===== config.mk =====
export PLATFORM = sky130hd
export DESIGN_NAME = timer3_capture_compare
export DESIGN_NICKNAME = d
export VERILOG_FILES = /design/src/hw/edge_sense.v /design/src/hw/timer3_capture_compare.v
export VERILOG_INCLUDE_DIRS = /design/src /design/src/hw
export SDC_FILE = /design/constraint.sdc
export NUM_CORES = 1
export LEC_CHECK = 0
export ABC_CLOCK_PERIOD_IN_PS = 2550
export BUFFER_PORTS_ARGS = -buffer_cell sky130_fd_sc_hd__clkbuf_2
export CORE_MARGIN = 10
export CORE_UTILIZATION = 55
export CTS_CLUSTER_SIZE = 16
export DETAILED_ROUTE_END_ITERATION = 8
export PLACE_DENSITY = 0.81
export SKIP_CTS_REPAIR_TIMING = 1
export SLEW_MARGIN = 20
export SYNTH_ARGS = -nofsm -noshare
export SYNTH_HDL_FRONTEND = slang
export SYNTH_HIERARCHICAL = 1
export SYNTH_SLANG_ARGS = --single-unit

===== constraint.sdc =====
create_clock -name i_clock -period 2.55 [get_ports i_clock]
set_input_delay 0.3825 -clock i_clock [delete_from_list [all_inputs] [get_ports i_clock]]
set_output_delay 0.3825 -clock i_clock [all_outputs]
set_load 0.005 [all_outputs]

===== src/hw/timer3_regs.vh =====
// Register offsets, field positions and reset values for the timer 3 block.
// Assumes an APB slave with 32-bit data, one aligned word per register.
//
// What this block does
// RQ1: Overflow flag bit 7 set on overflow; software clears or sets it.
// RQ2: Capture/compare flag bit 6 set on capture or compare match; software clears/sets.
// RQ3: Bit 5 low counts internal clock; high counts falling edges of counter pin.
// RQ4: Bit 4 set with bit 5 low drives counter pin and toggles it on every overflow.
// RQ5: Bit 3 clears count on capture or compare match in those modes.
// RQ6: Run bit 2 starts or stops the timer; stopped count is kept unless a capture event auto-resets it.
// RQ7: Mode bits: 00 timer, 01 capture, 10 auto-reload, 11 compare.
// RQ8: Capture event copies the count bytes into the capture register.
// RQ9: 16-bit up-counter wraps to zero; auto-reload reloads from capture register.
`ifndef TIMER3_REGS_VH
`define TIMER3_REGS_VH

// ****************************************
// Register byte addresses
// ****************************************
// Control keeps its unaligned register index; its word sits at four times it
`define INDEX_CONTROL 8'hc2
`define ADDR_CONTROL 10'h308
`define ADDR_COUNT_LOW 10'h0c4
`define ADDR_COUNT_HIGH 10'h0c8
`define ADDR_CAPTURE_LOW 10'h0cc
`define ADDR_CAPTURE_HIGH 10'h0d0
`define ADDR_IRQ_STATUS 10'h0d4
`define ADDR_IRQ_MASK 10'h0d8
`define ADDR_WIDTH 10

// ****************************************
// Control fields and reset values
// ****************************************
`define BIT_OVF_FLAG 7
`define BIT_CC_FLAG 6
`define BIT_SOURCE 5
`define BIT_TOGGLE_EN 4
`define BIT_AUTO_RESET 3
`define BIT_RUN 2
`define MODE_TIMER 2'h0
`define MODE_CAPTURE 2'h1
`define MODE_RELOAD 2'h2
`define MODE_COMPARE 2'h3
`define CONTROL_RESET 8'h00
`define IRQ_BIT_OVF 0
`define IRQ_BIT_CC 1

`endif


===== src/hw/edge_sense.v =====
// Falling-edge detector for the synchronous counter pin and capture input.
// Assumes inputs already synchronous to the clock.
`timescale 1ns/1ps
`default_nettype none
module edge_sense (
  // Clock and reset
  input wire i_clock,
  input wire i_rst_b,
  input wire i_enable,
  // Sampled level
  input wire i_level,
  output wire o_fall
);
  reg last;
  // Reset high so a low pin at start reads as an edge
  always @(posedge i_clock or negedge i_rst_b) begin
    if (!i_rst_b) begin
      last <= 1'b1;
    end else if (i_enable) begin
      last <= i_level;
    end
  end
  assign o_fall = last & ~i_level;
endmodule // edge_sense
`default_nettype wire


===== src/hw/timer3_capture_compare.v =====
// Timer 3 with capture, auto-reload and compare, APB register slave.
// Assumes synchronous pins, one clock, APB master per the protocol.
`timescale 1ns/1ps
`default_nettype none
`include "timer3_regs.vh"
module timer3_capture_compare #(
  parameter WIDTH = 16
) (
  // Clock, enable and reset
  input wire i_clock,
  input wire i_rst_b,
  input wire i_clken,
  // APB slave
  input wire i_psel,
  input wire i_penable,
  input wire i_pwrite,
  input wire [9:0] i_paddr,
  input wire [31:0] i_pwdata,
  output reg [31:0] o_prdata,
  output reg o_pready,
  output reg o_pslverr,
  // Counter pin and capture event
  input wire i_counter_pin,
  input wire i_capture_event,
  output reg o_counter_pin,
  output reg o_counter_pin_oe,
  // Interrupt
  output reg o_irq
);

  // ****************************************
  // State
  // ****************************************
  reg overflow_flag;
  reg capture_compare_flag;
  reg count_source_select;
  reg overflow_toggle_enable;
  reg event_auto_reset;
  reg timer_run;
  reg [1:0] timer_mode_select;
  reg [WIDTH-1:0] count;
  reg [WIDTH-1:0] capture;
  reg [1:0] irq_status;
  reg [1:0] irq_mask;
  wire pin_fall;
  wire cap_fall;

  edge_sense u_pin_edge (
    .i_clock(i_clock),
    .i_rst_b(i_rst_b),
    .i_enable(i_clken),
    .i_level(i_counter_pin),
    .o_fall(pin_fall)
  );

  edge_sense u_cap_edge (
    .i_clock(i_clock),
    .i_rst_b(i_rst_b),
    .i_enable(i_clken),
    .i_level(i_capture_event),
    .o_fall(cap_fall)
  );

  // ****************************************
  // Bus decode
  // ****************************************
  // Writes land in the access cycle; reads are sampled in the setup cycle, zero waits
  wire access = i_psel & i_penable & i_clken;
  wire wr = access & i_pwrite;
  wire wr_ctl = wr && (i_paddr == `ADDR_CONTROL);
  wire wr_cl = wr && (i_paddr == `ADDR_COUNT_LOW);
  wire wr_ch = wr && (i_paddr == `ADDR_COUNT_HIGH);
  wire wr_pl = wr && (i_paddr == `ADDR_CAPTURE_LOW);
  wire wr_ph = wr && (i_paddr == `ADDR_CAPTURE_HIGH);
  wire wr_st = wr && (i_paddr == `ADDR_IRQ_STATUS);
  wire wr_mk = wr && (i_paddr == `ADDR_IRQ_MASK);

  function mapped;
    input [9:0] a;
    begin
      mapped = (a == `ADDR_CONTROL) || (a == `ADDR_COUNT_LOW) ||
        (a == `ADDR_COUNT_HIGH) || (a == `ADDR_CAPTURE_LOW) ||
        (a == `ADDR_CAPTURE_HIGH) || (a == `ADDR_IRQ_STATUS) ||
        (a == `ADDR_IRQ_MASK);
    end
  endfunction

  // ****************************************
  // Counting
  // ****************************************
  wire mode_cap = (timer_mode_select == `MODE_CAPTURE); // RQ7
  wire mode_rel = (timer_mode_select == `MODE_RELOAD); // RQ7
  wire mode_cmp = (timer_mode_select == `MODE_COMPARE); // RQ7
  wire tick = timer_run & (count_source_select ? pin_fall : 1'b1); // RQ3 RQ6
  wire ovf = tick & (&count); // RQ9
  wire cap_ev = mode_cap & cap_fall; // RQ8
  wire cmp_ev = mode_cmp & timer_run & (count == capture); // RQ2
  wire cc_ev = cap_ev | cmp_ev;
  reg [WIDTH-1:0] next_count;

  always @* begin
    next_count = count;
    if (tick) begin
      if (ovf && mode_rel) begin
        next_count = capture; // RQ9
      end else begin
        next_count = count + {{(WIDTH-1){1'b0}}, 1'b1}; // RQ9
      end
    end
    // Event reset wins over a tick in the same cycle
    if (cc_ev && event_auto_reset) begin
      next_count = {WIDTH{1'b0}}; // RQ5
    end
  end

  // ****************************************
  // Registers
  // ****************************************
  always @(posedge i_clock or negedge i_rst_b) begin
    if (!i_rst_b) begin
      overflow_flag <= 1'b0;
      capture_compare_flag <= 1'b0;
      count_source_select <= 1'b0;
      overflow_toggle_enable <= 1'b0;
      event_auto_reset <= 1'b0;
      timer_run <= 1'b0;
      timer_mode_select <= 2'h0;
      count <= {WIDTH{1'b0}};
      capture <= {WIDTH{1'b0}};
      irq_status <= 2'h0;
      irq_mask <= 2'h0;
      o_counter_pin <= 1'b0;
      o_counter_pin_oe <= 1'b0;
      o_irq <= 1'b0;
      o_prdata <= 32'h00000000;
      o_pready <= 1'b0;
      o_pslverr <= 1'b0;
    end else if (i_clken) begin
      if (wr_ctl) begin
        count_source_select <= i_pwdata[`BIT_SOURCE];
        overflow_toggle_enable <= i_pwdata[`BIT_TOGGLE_EN];
        event_auto_reset <= i_pwdata[`BIT_AUTO_RESET];
        timer_run <= i_pwdata[`BIT_RUN];
        timer_mode_select <= i_pwdata[1:0];
      end
      // Software may clear or set; a hardware event wins
      if (ovf) begin
        overflow_flag <= 1'b1; // RQ1
      end else if (wr_ctl) begin
        overflow_flag <= i_pwdata[`BIT_OVF_FLAG]; // RQ1
      end
      if (cc_ev) begin
        capture_compare_flag <= 1'b1; // RQ2
      end else if (wr_ctl) begin
        capture_compare_flag <= i_pwdata[`BIT_CC_FLAG]; // RQ2
      end
      // Count writes override counting; stopped count holds unless a capture event auto-resets it
      count <= next_count; // RQ6
      if (wr_cl) begin
        count[7:0] <= i_pwdata[7:0];
      end
      if (wr_ch) begin
        count[WIDTH-1:8] <= i_pwdata[WIDTH-9:0];
      end
      if (cap_ev) begin
        capture <= count; // RQ8
      end else begin
        if (wr_pl) begin
          capture[7:0] <= i_pwdata[7:0];
        end
        if (wr_ph) begin
          capture[WIDTH-1:8] <= i_pwdata[WIDTH-9:0];
        end
      end
      // Pin drive stays on while toggling is enabled and bit 5 selects the internal clock
      o_counter_pin_oe <= overflow_toggle_enable & ~count_source_select;
      if (ovf && overflow_toggle_enable) begin
        o_counter_pin <= ~o_counter_pin; // RQ4
      end
      irq_status[`IRQ_BIT_OVF] <= ovf |
        (irq_status[`IRQ_BIT_OVF] & ~(wr_st & i_pwdata[`IRQ_BIT_OVF]));
      irq_status[`IRQ_BIT_CC] <= cc_ev |
        (irq_status[`IRQ_BIT_CC] & ~(wr_st & i_pwdata[`IRQ_BIT_CC]));
      if (wr_mk) begin
        irq_mask <= i_pwdata[1:0];
      end
      o_irq <= |(irq_status & irq_mask);
      // Ready in the access cycle's first edge, low otherwise
      o_pready <= i_psel & ~i_penable;
      o_pslverr <= i_psel & ~i_penable & ~mapped(i_paddr);
      if (i_psel && !i_penable && !i_pwrite) begin
        case (i_paddr)
          `ADDR_CONTROL: o_prdata <= {24'h000000, overflow_flag, capture_compare_flag,
            count_source_select, overflow_toggle_enable, event_auto_reset,
            timer_run, timer_mode_select};
          `ADDR_COUNT_LOW: o_prdata <= {24'h000000, count[7:0]};
          `ADDR_COUNT_HIGH: o_prdata <= {24'h000000, count[WIDTH-1:8]};
          `ADDR_CAPTURE_LOW: o_prdata <= {24'h000000, capture[7:0]};
          `ADDR_CAPTURE_HIGH: o_prdata <= {24'h000000, capture[WIDTH-1:8]};
          `ADDR_IRQ_STATUS: o_prdata <= {30'h00000000, irq_status};
          `ADDR_IRQ_MASK: o_prdata <= {30'h00000000, irq_mask};
          default: o_prdata <= 32'h00000000;
        endcase
      end
    end
  end
endmodule // timer3_capture_compare
`default_nettype wire


== After elaboration in Yosys (flattened, before gate mapping) ==
Index checks and enable logic that the tools add are counted.

* Order comparisons: 0
* $add $sub $neg: 1
* Div/mod/pow operators: 0
* Equality and inequality tests: 11
* Shift operators: 0
* Bitwise gates (word level): 29
* $mul: 0
* Reductions and logical operators: 38
* Mux-type cells: 14

{| class="wikitable"
|+ Operator list
! cell !! count
|-
| 16-bit 2-to-1 mux || 4
|-
| 10-bit by 8-bit equality test with 1-bit output, second input constant || 6
|-
| 8-bit case mux with 7 select lines || 1
|-
| 8-bit 2-to-1 mux || 4
|-
| 2-bit AND reduction || 10
|-
| 1-bit bitwise AND || 17
|-
| 16-bit by 1-bit adder with 16-bit output, second input constant || 1
|-
| 16-bit equality test || 1
|-
| 16-bit AND reduction || 1
|-
| 1-bit logical AND || 12
|-
| 10-bit equality test, second input constant || 1
|-
| 1-bit inverter || 8
|-
| 2-bit nonzero test || 4
|-
| 1-bit logical OR || 6
|-
| 3-bit nonzero test || 2
|-
| 1-bit 2-to-1 mux || 5
|-
| 2-bit equality test, second input constant || 2
|-
| 1-bit OR || 3
|-
| 2-bit bitwise AND || 1
|-
| 2-bit by 1-bit equality test with 1-bit output, second input constant || 1
|-
| 1-bit zero test || 2
|-
| 2-bit OR reduction || 1
|}

* Memory bits (read-only): 0
* Memories kept: 0
* Latch bits: 0
* Bits in registers: 83
* Logic and storage cells: 114
* Memory bits (writable): 0
* Output and inout bits: 37

== Depth between registers and ports, before layout ==
Gate-level depths: netlist of run 1.

* Depth in word-level cells: 10
* Depth in mapped cells: 9
* Depth with buffers taken out: 8

== Cells and area by module ==
The synthesis of run 1 kept the hierarchy.

{| class="wikitable"
|+ Modules (own cells, without submodules)
! module !! cells an instance !! area an instance (sq um) !! seq. area each (sq um) !! instances
|-
| timer3_capture_compare || 440 || 3910.0 || 1426.4 || 1
|-
| edge_sense || 3 || 47.5 || 26.3 || 2
|}

== Worst setup path after synthesis of run 1 ==
No wires, ideal clock.

* Kind: register to register
* Start point: register count[1]
* End point: register count[13]
* Data arrival time: 1.812 ns
* Slack: 0.616 ns
* Required time: 2.429 ns
* Setup time: 0.121 ns
* Stages on the path, launching flop included: 9
* Cell sequence: dfrtp_1 > ha_1 > nand3_2 > nor4_4 > nand2_2 > buf_2 > o21ai_0 > a21boi_0 > o22a_1

* Longest elaborated chain between the ends: 7
* Elaborated cells on any way between the ends: 14
* Classes of those cells: add/sub (1); eq/ne (1); mux (4); bitwise (3); reduce/logical (5)

{| class="wikitable"
|+ Ends and longest elaborated chain
! what !! RTL line !! text
|-
| from (decl) || timer3_capture_compare.v:41 || <nowiki>reg [WIDTH-1:0] count;</nowiki>
|-
| from (signal assigned) || timer3_capture_compare.v:128 || <nowiki>count <= {WIDTH{1'b0}};</nowiki>
|-
| from (signal assigned) || timer3_capture_compare.v:158 || <nowiki>count <= next_count;</nowiki>
|-
| from (signal assigned) || timer3_capture_compare.v:160 || <nowiki>count[7:0] <= i_pwdata[7:0];</nowiki>
|-
| parallel branches: the longest is 7 deep, another holds 16-bit by 1-bit adder with 16-bit output || - ||
|}

Several ways; the timed one is not identified. The select of a mux whose other input is x is not followed.
A chain may end at the register's enable or synchronous reset.

== Final worst setup path of run 1 ==
* Start point: register count[5]
* End point: register count[3]

* Longest elaborated chain between the ends: 7
* Elaborated cells on any way between the ends: 13
* Classes of those cells: eq/ne (1); mux (4); bitwise (3); reduce/logical (5)

{| class="wikitable"
|+ Ends and longest elaborated chain
! what !! RTL line !! text
|-
| 16-bit AND reduction || timer3_capture_compare.v:95 || <nowiki>wire ovf = tick & (&count);</nowiki>
|-
| 1-bit bitwise AND || timer3_capture_compare.v:95 ||
|-
| 1-bit logical AND || timer3_capture_compare.v:104 || <nowiki>if (ovf && mode_rel) begin</nowiki>
|-
| 16-bit 2-to-1 mux || timer3_capture_compare.v:104 ||
|-
| 16-bit 2-to-1 mux || timer3_capture_compare.v:103 || <nowiki>if (tick) begin</nowiki>
|-
| 16-bit 2-to-1 mux || timer3_capture_compare.v:111 || <nowiki>if (cc_ev && event_auto_reset) begin</nowiki>
|-
| 8-bit 2-to-1 mux || timer3_capture_compare.v:159 || <nowiki>if (wr_cl) begin</nowiki>
|}

Several ways; a longest one is shown, not always the timed one. The select of a mux whose other input is x is not followed.

==> metrics.md, run 1 <==
| Metric | Value |
|---|---|
| Die Y | 105 um |
| H-tree levels | 3 |
| Combinational share of power | 11.2% |
| Setup WS post-layout | 0.179 ns |
| Total power draw | 2.34 mW |
| Placed insts | 568 |
| Post-Syn Area | 4010 sq um |
| Setup CP Type | reg -> reg |
| Top cell type's share of synthesized area | 35.6% |
| Placer's final routability congestion estimate | 0.967 |
| CORE AREA | 7180 sq um |
| Initial Util | 55.8% |
| Synthesis-to-layout area growth | 10.9% |
| Buffers on Ports | 38 |
| Post-Syn Area per Cell | 8.98 sq um |
| CTS Buf Count | 9 |
| LEAKAGE | 2.00 nW |
| Hpwl dp | 8.09 mm |
| Pin count of the biggest net entering global routing | 60 |
| Clk_skew | 0.00711 ns |
| Worst hold-check path type | in -> async |
| Vias in the first global route | 3484 |
| Total Wirelength | 11.3 mm |
| Mux contribution to synthesized area | 7.50% |
| Most frequent cells in the layout | 76 x nand2_1, 57 x dfrtp_1, 38 x clkbuf_2 |
| Area leader, netlist | dfrtp_1 |
| Num Clock Sinks | 59 |
| DRT Pass-1 Iters | 6 |
| # IOs | 87 |
| Final design utilization | 61.9% |
| Asr flop ratio synth | 100% |
| Crit Path Max Fanout | 10 |
| R2R setup slack | 0.18 ns |
| Setup TNS | 0 ns |
| P per Cell Area | 526 nW/um^2 |
| Post-Synth XOR/XNOR Area | 6.56% |
| Cell count of the worst reg-to-reg path | 8 |
| Synth Register Bits | 59 |
| Post-Synthesis Cells | 446 |
| RR Endpoint | count[3]$_DFFE_PN0P_ |
| First-pass GRT wire length | 18.1 mm |
| Vias/cell | 6.02 |
| Status | finished clean |
| Placed Area | 4200 sq um |
| Hold_ws | 0.0441 ns |
| Finish-stage setup viols | 0 |
| Simple-gate portion of the synthesized area | 21.4% |
| CTS tree | yes |
| Cell variety after synth | 60 |
| Nets@finish | 531 |
| Antenna cells | 0 |
| Relative slew slack | 41.9% |
| Max Cap Viol | 0 |
| Number of synthesized flops with an enable pin | 0 |
| Yosys Warn Count | 6 |
| CP Data Required Time | 2.75 ns |
| Vias | 3517 |
| Worst Max-Slew Pin Slew | 0.865 ns |
| Sequential fraction of the synthesis area | 36.9% |
| Adder-cell share of the synthesized area | 0.312% |
| DRC Markers | 0 |
| Crit. End Element | register |
| Core Rows | 31 |
| Max Root-Sink Buffers | 2 |
| Slew Limit Fails | 0 |
| Tmin final | 2.37 ns |
| Initial drt markers | 463 |
| Final Instance Area | 4440 sq um |
| DP Worst Slack | 0.318 ns |
| Worst-skew pair later-pin latency | 0.35 ns |
| Grt ovf | 0 |
| Initial antenna violation count | 0 |
| Area contributors post-synth | dfrtp_1 36%, nand2_1 7.1%, xnor2_1 5.2% |
| P_int | 1.76 mW |
| Unrepaired setup endpoints after global routing | no |
| Critical R2R Launch | count[5]$_DFFE_PN0P_ |
| VDD IR max | 298 uV |
| Power share of the clock group | 45.4% |
| Clk pin slew, worst setup/hold paths | 0.07 ns |
| Combinational family with the most area after synthesis | simple AND/OR/NAND/NOR gates |
| Post-route antenna net violation count | 0 |
| Sw frac | 24.6% |
| Synth Flop Type | dfrtp_1 |
| Clk Tree Root Cell | clkbuf_8 |
| Die area | 11100 sq um |
| DR WL/cell | 19.3 um |
| Highest Clock Rate | 0.422 GHz |
| Critical Path Source Type | register |
| Final Hold Viols | 0 |
| Most common cell after layout, fill and taps aside | nand2_1 |
| P_sw | 0.574 mW |
| Critical path's slowest cell | dfrtp_1 |
| Final period utilization | 93.0% |
| WP data arrival | 2.58 ns |
| Cells along the critical path | nand4_4, nor4_4, nand2_2, buf_4, nor2_1, a21oi_1, o21ai_0, a32oi_1 |
| Layout cells sized above 1 | 20.8% |
| DIE WIDTH | 105 um |
| Gr usage total | 20.2% |
| Max stage delay on crit path | 0.57 ns |
| Post-synthesis compound-gate area fraction | 17.6% |
| Sequential share of power | 43.4% |
| Layout Cells excl Fill | 584 |
==> worst max-delay path by stage <==
stage	from	end	slack (ns)	cells past startpoint
3_5_place_dp	count[5]$_DFFE_PN0P_	count[7]$_DFFE_PN0P_	0.32	8
2_1_floorplan	count[1]$_DFFE_PN0P_	count[13]$_DFFE_PN0P_	0.62	8
3_3_place_gp	count[5]$_DFFE_PN0P_	count[7]$_DFFE_PN0P_	0.39	8
6_report	count[5]$_DFFE_PN0P_	count[3]$_DFFE_PN0P_	0.18	8
4_1_cts	count[5]$_DFFE_PN0P_	count[3]$_DFFE_PN0P_	0.29	8
5_1_grt	count[5]$_DFFE_PN0P_	count[7]$_DFFE_PN0P_	0.13	8
==> sequential cells by signal, indices dropped and copies added (netlist names), 2 cells and up <==
register,flops
o_prdata,8
irq_mask,2
timer_mode_select,2
irq_status,2
count,16
capture,16
==> critical path: cells and delay by family (launching register included) <==
| kind | cells | cell delay (ns) |
|---|---|---|
| flops | 1 | 0.57 |
| compound gates | 3 | 0.36 |
| buf+inv | 1 | 0.24 |
| simple gates | 4 | 1.04 |
==> metal layers <==
layer	up-vias	track usage (%)	wire length [um]
li1	1598	-	-
met1	1686	23.6	4320
met2	208	32.0	5330
met3	25	8.89	1370
met4	0	7.84	265
met5	-	0	0
==> logic make-up (layout without fill, tap and decap cells) <==
kind of cell	after synthesis	after routing
and+or+nand+nor	165	165
other	1	24
buffers and inverters	65	81
muxes	28	28
DFF	59	59
xor gates and xnor gates	30	30
AOI/OAI and AO/OA	97	97
adders and majority gates	1	1
==> Yosys cell counts, types with 3 or more instances <==
cell type,instances
a32oi_1,7
a22oi_1,4
nand2_2,3
nand3_1,12
a22o_1,6
a21oi_1,10
xor2_1,6
a2bb2oi_1,5
xnor2_1,24
a221oi_1,8
a31oi_1,8
buf_4,25
nand4_1,12
nand2_1,76
buf_6,4
a21boi_0,8
o21ai_1,3
dfrtp_1,57
mux2i_1,18
o21ai_0,27
clkbuf_1,8
buf_2,13
nand3b_1,3
nor2_1,25
nor4_1,4
nor2b_1,3
mux2_2,8
nor3_1,6
inv_1,11
==> power groups by stage <==
stage	Clock, mW	Sequential (mW)	Combinational (mW)
after floorplan	0	1.02	0.172
after global placement	0	1.03	0.251
after detailed placement	0	1.03	0.258
after CTS	1.07	1.01	0.260
after global routing	1.12	1.02	0.292
final	1.06	1.01	0.261
==> cell type report <==
cell class,instances,area [sq um]
multi-input combinational,345,2230
tap,99,124
clock inverter,5,100
fill,603,2740
clock buffer,11,141
inverter,11,41.3
sequential,59,1480
timing repair buffer,54,323
No activity file was read; power rests on OpenSTA's default activity.
==> inputs of run 2 (changes only) <==
--- a/config.mk
+++ b/config.mk
@@ -6,13 +6,15 @@
 export SDC_FILE = /design/constraint.sdc
 export NUM_CORES = 1
 export LEC_CHECK = 0
+export ABC_AREA = 1
 export ABC_CLOCK_PERIOD_IN_PS = 2550
 export BUFFER_PORTS_ARGS = -buffer_cell sky130_fd_sc_hd__clkbuf_2
 export CORE_MARGIN = 10
 export CORE_UTILIZATION = 55
+export CTS_CLUSTER_DIAMETER = 60
 export CTS_CLUSTER_SIZE = 16
 export DETAILED_ROUTE_END_ITERATION = 8
-export PLACE_DENSITY = 0.81
+export PLACE_DENSITY_LB_ADDON = 0.3
 export SKIP_CTS_REPAIR_TIMING = 1
 export SLEW_MARGIN = 20
 export SYNTH_ARGS = -nofsm -noshare
==> run 2 against run 1 <==
First-iteration DRC count is 6.5% lower. Global-route usage grew 2.6 points. Total power shrank 11%. Core utilization about the same. Clock skew is 0.0035 ns higher. Area after synthesis rose by 8.2%.
==> metrics.md, run 2 <==
| Metric | Value |
|---|---|
| Initial Util | 56.4% |
| CTS Buf Count | 9 |
| Unrepaired setup endpoints after global routing | no |
| Final Hold Viols | 0 |
| Most frequent cell after synthesis | nand2_1 |
| Final period utilization | 88.6% |
| Largest registers | capture x16, count x16, o_prdata x8 |
| Most common cell after layout, fill and taps aside | nand2_1 |
| Antenna cells | 0 |
| Critical Path Source Type | register |
| P per Cell Area | 436 nW/um^2 |
| Critical path's slowest cell | dfrtp_1 |
| Simple-gate portion of the synthesized area | 39.2% |
| Die Y | 109 um |
| Layout cells sized above 1 | 16.1% |
| Synth Register Bits | 59 |
| Crit. End Element | register |
| Mux contribution to synthesized area | 0.779% |
| Tmin final | 2.26 ns |
| Total Wirelength | 13.3 mm |
| Gr usage total | 22.8% |
| Adder-cell share of the synthesized area | 0.289% |
| Sequential fraction of the synthesis area | 34.1% |
| Status | finished clean |
| Area contributors post-synth | dfrtp_1 33%, nand2_1 22%, nor2_1 6.4% |
| # IOs | 87 |
| Layout Cells excl Fill | 806 |
| Setup WS post-layout | 0.290 ns |
| Max Root-Sink Buffers | 2 |
| Most frequent cells in the layout | 252 x nand2_1, 74 x nor2_1, 58 x inv_1 |
| Combinational family with the most area after synthesis | simple AND/OR/NAND/NOR gates |
| Post-Syn Area per Cell | 6.62 sq um |
| Hpwl dp | 10.2 mm |
| Core Rows | 32 |
| Yosys Warn Count | 6 |
| Clk_skew | 0.0106 ns |
| Relative slew slack | 54.6% |
| CORE AREA | 7690 sq um |
| DR WL/cell | 16.4 um |
| Worst hold-check path type | in -> async |
| GR Util met3 | 5.49% |
| DRC Markers | 0 |
| Setup TNS | 0 ns |
| Buffers on Ports | 38 |
| Synthesis-to-layout area growth | 9.70% |
| Clk pin slew, worst setup/hold paths | 0.08 ns |
| Setup CP Type | reg -> reg |
| CP Data Required Time | 2.84 ns |
| Die area | 11800 sq um |
| Nets@finish | 750 |
| Post-synthesis compound-gate area fraction | 11.1% |
| Post-route antenna net violation count | 0 |
| Grt ovf | 0 |
| Worst Max-Slew Pin Slew | 0.681 ns |
| Max Cap Viol | 0 |
| Num Clock Sinks | 59 |
| Vias/cell | 5.43 |
| Area leader, netlist | dfrtp_1 |
| Final Instance Area | 4750 sq um |
| Post-Synthesis Cells | 655 |
| Initial drt markers | 433 |
| Initial antenna violation count | 0 |
| Most Used Layer, Global Route | met2 |
| DRT Pass-1 Iters | 5 |
| Cell count of the worst reg-to-reg path | 12 |
| Cell variety after synth | 38 |
| DIE WIDTH | 109 um |
| M2 GR Usage | 35.7% |
| H-tree levels | 3 |
| Number of synthesized flops with an enable pin | 0 |
| Crit Path Max Fanout | 20 |
| Worst-skew pair later-pin latency | 0.35 ns |
| Vias | 4373 |
| Post-Syn Area | 4330 sq um |
| Top cell type's share of synthesized area | 32.9% |
| Vias in the first global route | 4185 |
| R2R setup slack | 0.29 ns |
| Highest Clock Rate | 0.442 GHz |
| First-pass GRT wire length | 21.0 mm |
| VDD IR max | 218 uV |
| Final design utilization | 61.8% |
| DP Worst Slack | 0.346 ns |
| Cells along the critical path | inv_1, nand2_1, nand2_1, nor2_1, nand2_1, nor2_1, nand3_1, nand2_1, nand2_2, a21oi_4, nand2_1, nand2_1 |
| Slew Limit Fails | 0 |
| Pin count of the biggest net entering global routing | 29 |
| Placed insts | 790 |
| Most instantiated cells after synthesis | 252 x nand2_1, 74 x nor2_1, 58 x inv_1 |
| CP dominant cell by count | nand2_1 |
| LEAKAGE | 2.63 nW |
| Hold_ws | 0.0550 ns |
| Clk Tree Root Cell | clkbuf_8 |
| Asr flop ratio synth | 100% |
| Max stage delay on crit path | 0.47 ns |
| Total power draw | 2.07 mW |
| Placed Area | 4530 sq um |
| Finish-stage setup viols | 0 |
| Post-Synth XOR/XNOR Area | 1.62% |
| WP data arrival | 2.55 ns |
| Met1 usage | 29.5% |
| CTS tree | yes |
| Placer's final routability congestion estimate | 0.995 |
| Synth Flop Type | dfrtp_1 |
## run 2: per-layer routing
| metal | vias up | wire, um |
|---|---|---|
| li1 | 2107 | - |
| met5 | - | 0 |
| met4 | 0 | 482 |
| met3 | 39 | 1240 |
| met1 | 2014 | 5480 |
| met2 | 213 | 6060 |
## run 2: layout make-up
type                    count  area [sq um]
inverters                  72           272
repair buffers             48           265
clock buffers               9           124
clock inverters             7           101
well taps                 102           128
multi-input cells         509          2390
flip-flops and latches     59          1480
fillers                   712          2930
## run 2: path summary, 6_finish.rpt
| kind | start | endpoint |
|---|---|---|
| min in group i_clock | i_counter_pin | u_pin_edge/last$_DFFE_PN1P_ |
| worst min register to register | u_cap_edge/last$_DFFE_PN1P_ | u_cap_edge/last$_DFFE_PN1P_ |
| worst min-delay path | i_rst_b | count[3]$_DFFE_PN0P_ |
| worst max-delay path | count[0]$_DFFE_PN0P_ | count[14]$_DFFE_PN0P_ |
| worst max register to register | count[0]$_DFFE_PN0P_ | count[14]$_DFFE_PN0P_ |
| max in group asynchronous | i_rst_b | u_cap_edge/last$_DFFE_PN1P_ |
## run 2: where the power goes
group          leakage (nW)  switching (mW)  internal [mW]  total [mW]
Combinational          1.80          0.0947         0.0363       0.131
Clock                 0.106           0.433          0.556       0.989
Sequential            0.721         0.00695          0.947       0.954
## run 2: cells by family (layout without fill, tap and decap cells)
group                      count (synthesis)  in the layout
and+or+nand+nor                          388            388
buffers and inverters                    110            136
AOI/OAI and AO/OA                         85             85
DFF                                       59             59
xor gates and xnor gates                   8              8
muxes                                      3              3
adders and majority gates                  1              1
other                                      1             24
## run 2: worst max-delay path, delay by kind of cell, from the launching register on
kind,cells,cell delay (ns)
AO/OA/AOI/OAI,1,0.41
buffers and inverters,1,0.18
flip-flops,1,0.47
AND/OR/NAND/NOR,10,1.12
==> inputs of run 3 (changes only) <==
--- a/config.mk
+++ b/config.mk
@@ -6,7 +6,6 @@
 export SDC_FILE = /design/constraint.sdc
 export NUM_CORES = 1
 export LEC_CHECK = 0
-export ABC_AREA = 1
 export ABC_CLOCK_PERIOD_IN_PS = 2550
 export BUFFER_PORTS_ARGS = -buffer_cell sky130_fd_sc_hd__clkbuf_2
 export CORE_MARGIN = 10
==> run 3 against run 2 <==
Core utilization grew 0.30 points. Count of clock-buffer cells in the layout grew 1. Die area shrank 6.2%. Total power grew 13%. Register-to-register slack gained 0.05 ns. Critical path type unchanged. Largest power group unchanged.
==> metrics.md, run 3 (synthesis gave the netlist of run 1 again) <==
| Metric | Value |
|---|---|
| Setup TNS | 0 ns |
| Placed insts | 571 |
| P_int | 1.77 mW |
| Status | finished clean |
| Final Instance Area | 4460 sq um |
| Vias/cell | 5.90 |
| Most frequent cells in the layout | 76 x nand2_1, 57 x dfrtp_1, 38 x clkbuf_2 |
| First-pass GRT wire length | 17.9 mm |
| Power share of the clock group | 45.6% |
| DIE WIDTH | 105 um |
| # IOs | 87 |
| WP data arrival | 2.45 ns |
| Clk_skew | 0.00925 ns |
| Die area | 11100 sq um |
| Crit path depth | 6 |
| Sw frac | 24.7% |
| Final Hold Viols | 0 |
| Combinational share of power | 11.1% |
| VDD IR max | 297 uV |
| CP Data Required Time | 2.79 ns |
| Cell count of the worst reg-to-reg path | 6 |
| Layout cells sized above 1 | 21.5% |
| Critical path's slowest cell | dfrtp_1 |
| CORE AREA | 7180 sq um |
| Max stage delay on crit path | 0.56 ns |
| Clk Tree Root Cell | clkbuf_8 |
| Crit Path Max Fanout | 15 |
| DRC Markers | 0 |
| Grt ovf | 0 |
| Final design utilization | 62.1% |
| Initial Util | 55.8% |
| Critical Path Source Type | register |
| Antenna cells | 0 |
| Setup CP Type | reg -> reg |
| Max Root-Sink Buffers | 2 |
| Largest registers | capture x16, count x16, o_prdata x8 |
| Layout Cells excl Fill | 587 |
| Initial antenna violation count | 0 |
| DRT Pass-1 Iters | 4 |
| DR WL/cell | 18.9 um |
| P per Cell Area | 526 nW/um^2 |
| Placed Area | 4210 sq um |
| Fill count | 625 |
| Total power draw | 2.34 mW |
| Max Cap Viol | 0 |
| Die Y | 105 um |
| CTS tree | yes |
| Relative slew slack | 42.3% |
| Crit. End Element | register |
| Final period utilization | 86.8% |
| Vias | 3466 |
| Worst Max-Slew Pin Slew | 0.860 ns |
| Worst Path Buf+Inv | 0 |
| Unrepaired setup endpoints after global routing | no |
| R2R setup slack | 0.34 ns |
| Core Rows | 31 |
| Cells along the critical path | nand4_4, nor4_4, nand2_2, a22oi_1, o21ai_0, a221o_1 |
| Sequential share of power | 43.2% |
| Nets@finish | 534 |
| Slew Limit Fails | 0 |
| Gr usage total | 19.9% |
| Total Wirelength | 11.1 mm |
| Tmin final | 2.21 ns |
| Num Clock Sinks | 59 |
| Finish-stage setup viols | 0 |
| Placer's final routability congestion estimate | 0.935 |
| Most common cell after layout, fill and taps aside | nand2_1 |
| LEAKAGE | 2.00 nW |
| Highest Clock Rate | 0.452 GHz |
| Synthesis-to-layout area growth | 11.3% |
| Worst-skew pair later-pin latency | 0.35 ns |
| Worst hold-check path type | in -> async |
| Clk pin slew, worst setup/hold paths | 0.07 ns |
| H-tree levels | 3 |
| Kind of cell adding the most delay to the critical path | simple AND/OR/NAND/NOR gates |
| Pin count of the biggest net entering global routing | 60 |
| Buffers on Ports | 38 |
| Initial drt markers | 344 |
| Hpwl dp | 8.05 mm |
| Post-route antenna net violation count | 0 |
| CTS Buf Count | 9 |
| Vias in the first global route | 3398 |
| P_sw | 0.578 mW |
run 3: cell types whose count changed in the layout (fill, tap and decap cells not counted), sizes merged, moves of 8 or more:
cell,change
o21ai,-16
a221oi,+8
o22ai,-10
nand3,-15
inv,-60
xnor2,+21
a31oi,+8
mux2i,+18
a21oi,-11
buf,+9
nor2,-52
nand2,-184
a21boi,+9
run 3: final cells by class:
| type | instances | area, sq um | area share, % |
|---|---|---|---|
| well taps | 99 | 124 | 2.78 |
| clock buffers | 10 | 138 | 3.09 |
| flip-flops and latches | 59 | 1480 | 33.2 |
| clock inverters | 6 | 113 | 2.53 |
| repair buffers | 57 | 333 | 7.46 |
| multi-input cells | 345 | 2230 | 50.1 |
| inverters | 11 | 41.3 | 0.926 |
run 3: final timing paths:
path | end | from
worst max-delay path | count[0]$_DFFE_PN0P_ | count[5]$_DFFE_PN0P_
worst min-delay path | o_prdata[0]$_DFFE_PN0P_ | i_rst_b
worst max register to register | count[0]$_DFFE_PN0P_ | count[5]$_DFFE_PN0P_
worst min register to register | o_counter_pin$_DFFE_PN0P_ | o_counter_pin$_DFFE_PN0P_
max in group asynchronous | capture[3]$_DFFE_PN0P_ | i_rst_b
min in group i_clock | u_cap_edge/last$_DFFE_PN1P_ | i_capture_event
run 3: power groups by stage:
stage	clock network, mW	logic (mW)	registers [mW]
3_5_place_dp	0	0.259	1.03
6_report	1.07	0.261	1.01
3_3_place_gp	0	0.254	1.03
2_1_floorplan	0	0.172	1.02
4_1_cts	1.09	0.260	1.01
5_1_grt	1.13	0.290	1.02
run 3: worst reg2reg max path: cells and delay by family, from the launching register on:
kind / cells / cell delay (ns)
and+or+nand+nor: 3 / 0.88
AOI/OAI and AO/OA: 3 / 0.67
DFF: 1 / 0.56
run 3: routing by layer:
metal	GRT usage (%)	up-vias	routed length, um	share of wire [%]
met5	0	-	0	0
met4	8.14	0	246	2.2
met3	4.75	22	995	9.0
met2	30.9	176	5170	47
met1	26.1	1668	4670	42
li1	-	1600	-	-
run 3: stage by stage:
step	hold WS (ns)	setup slack, ns
after global routing	0.255	0.208
final	0.178	0.337
after detailed placement	0.464	0.331
after CTS	0.207	0.363
after floorplan	0.0869	0.616
after global placement	0.461	0.403
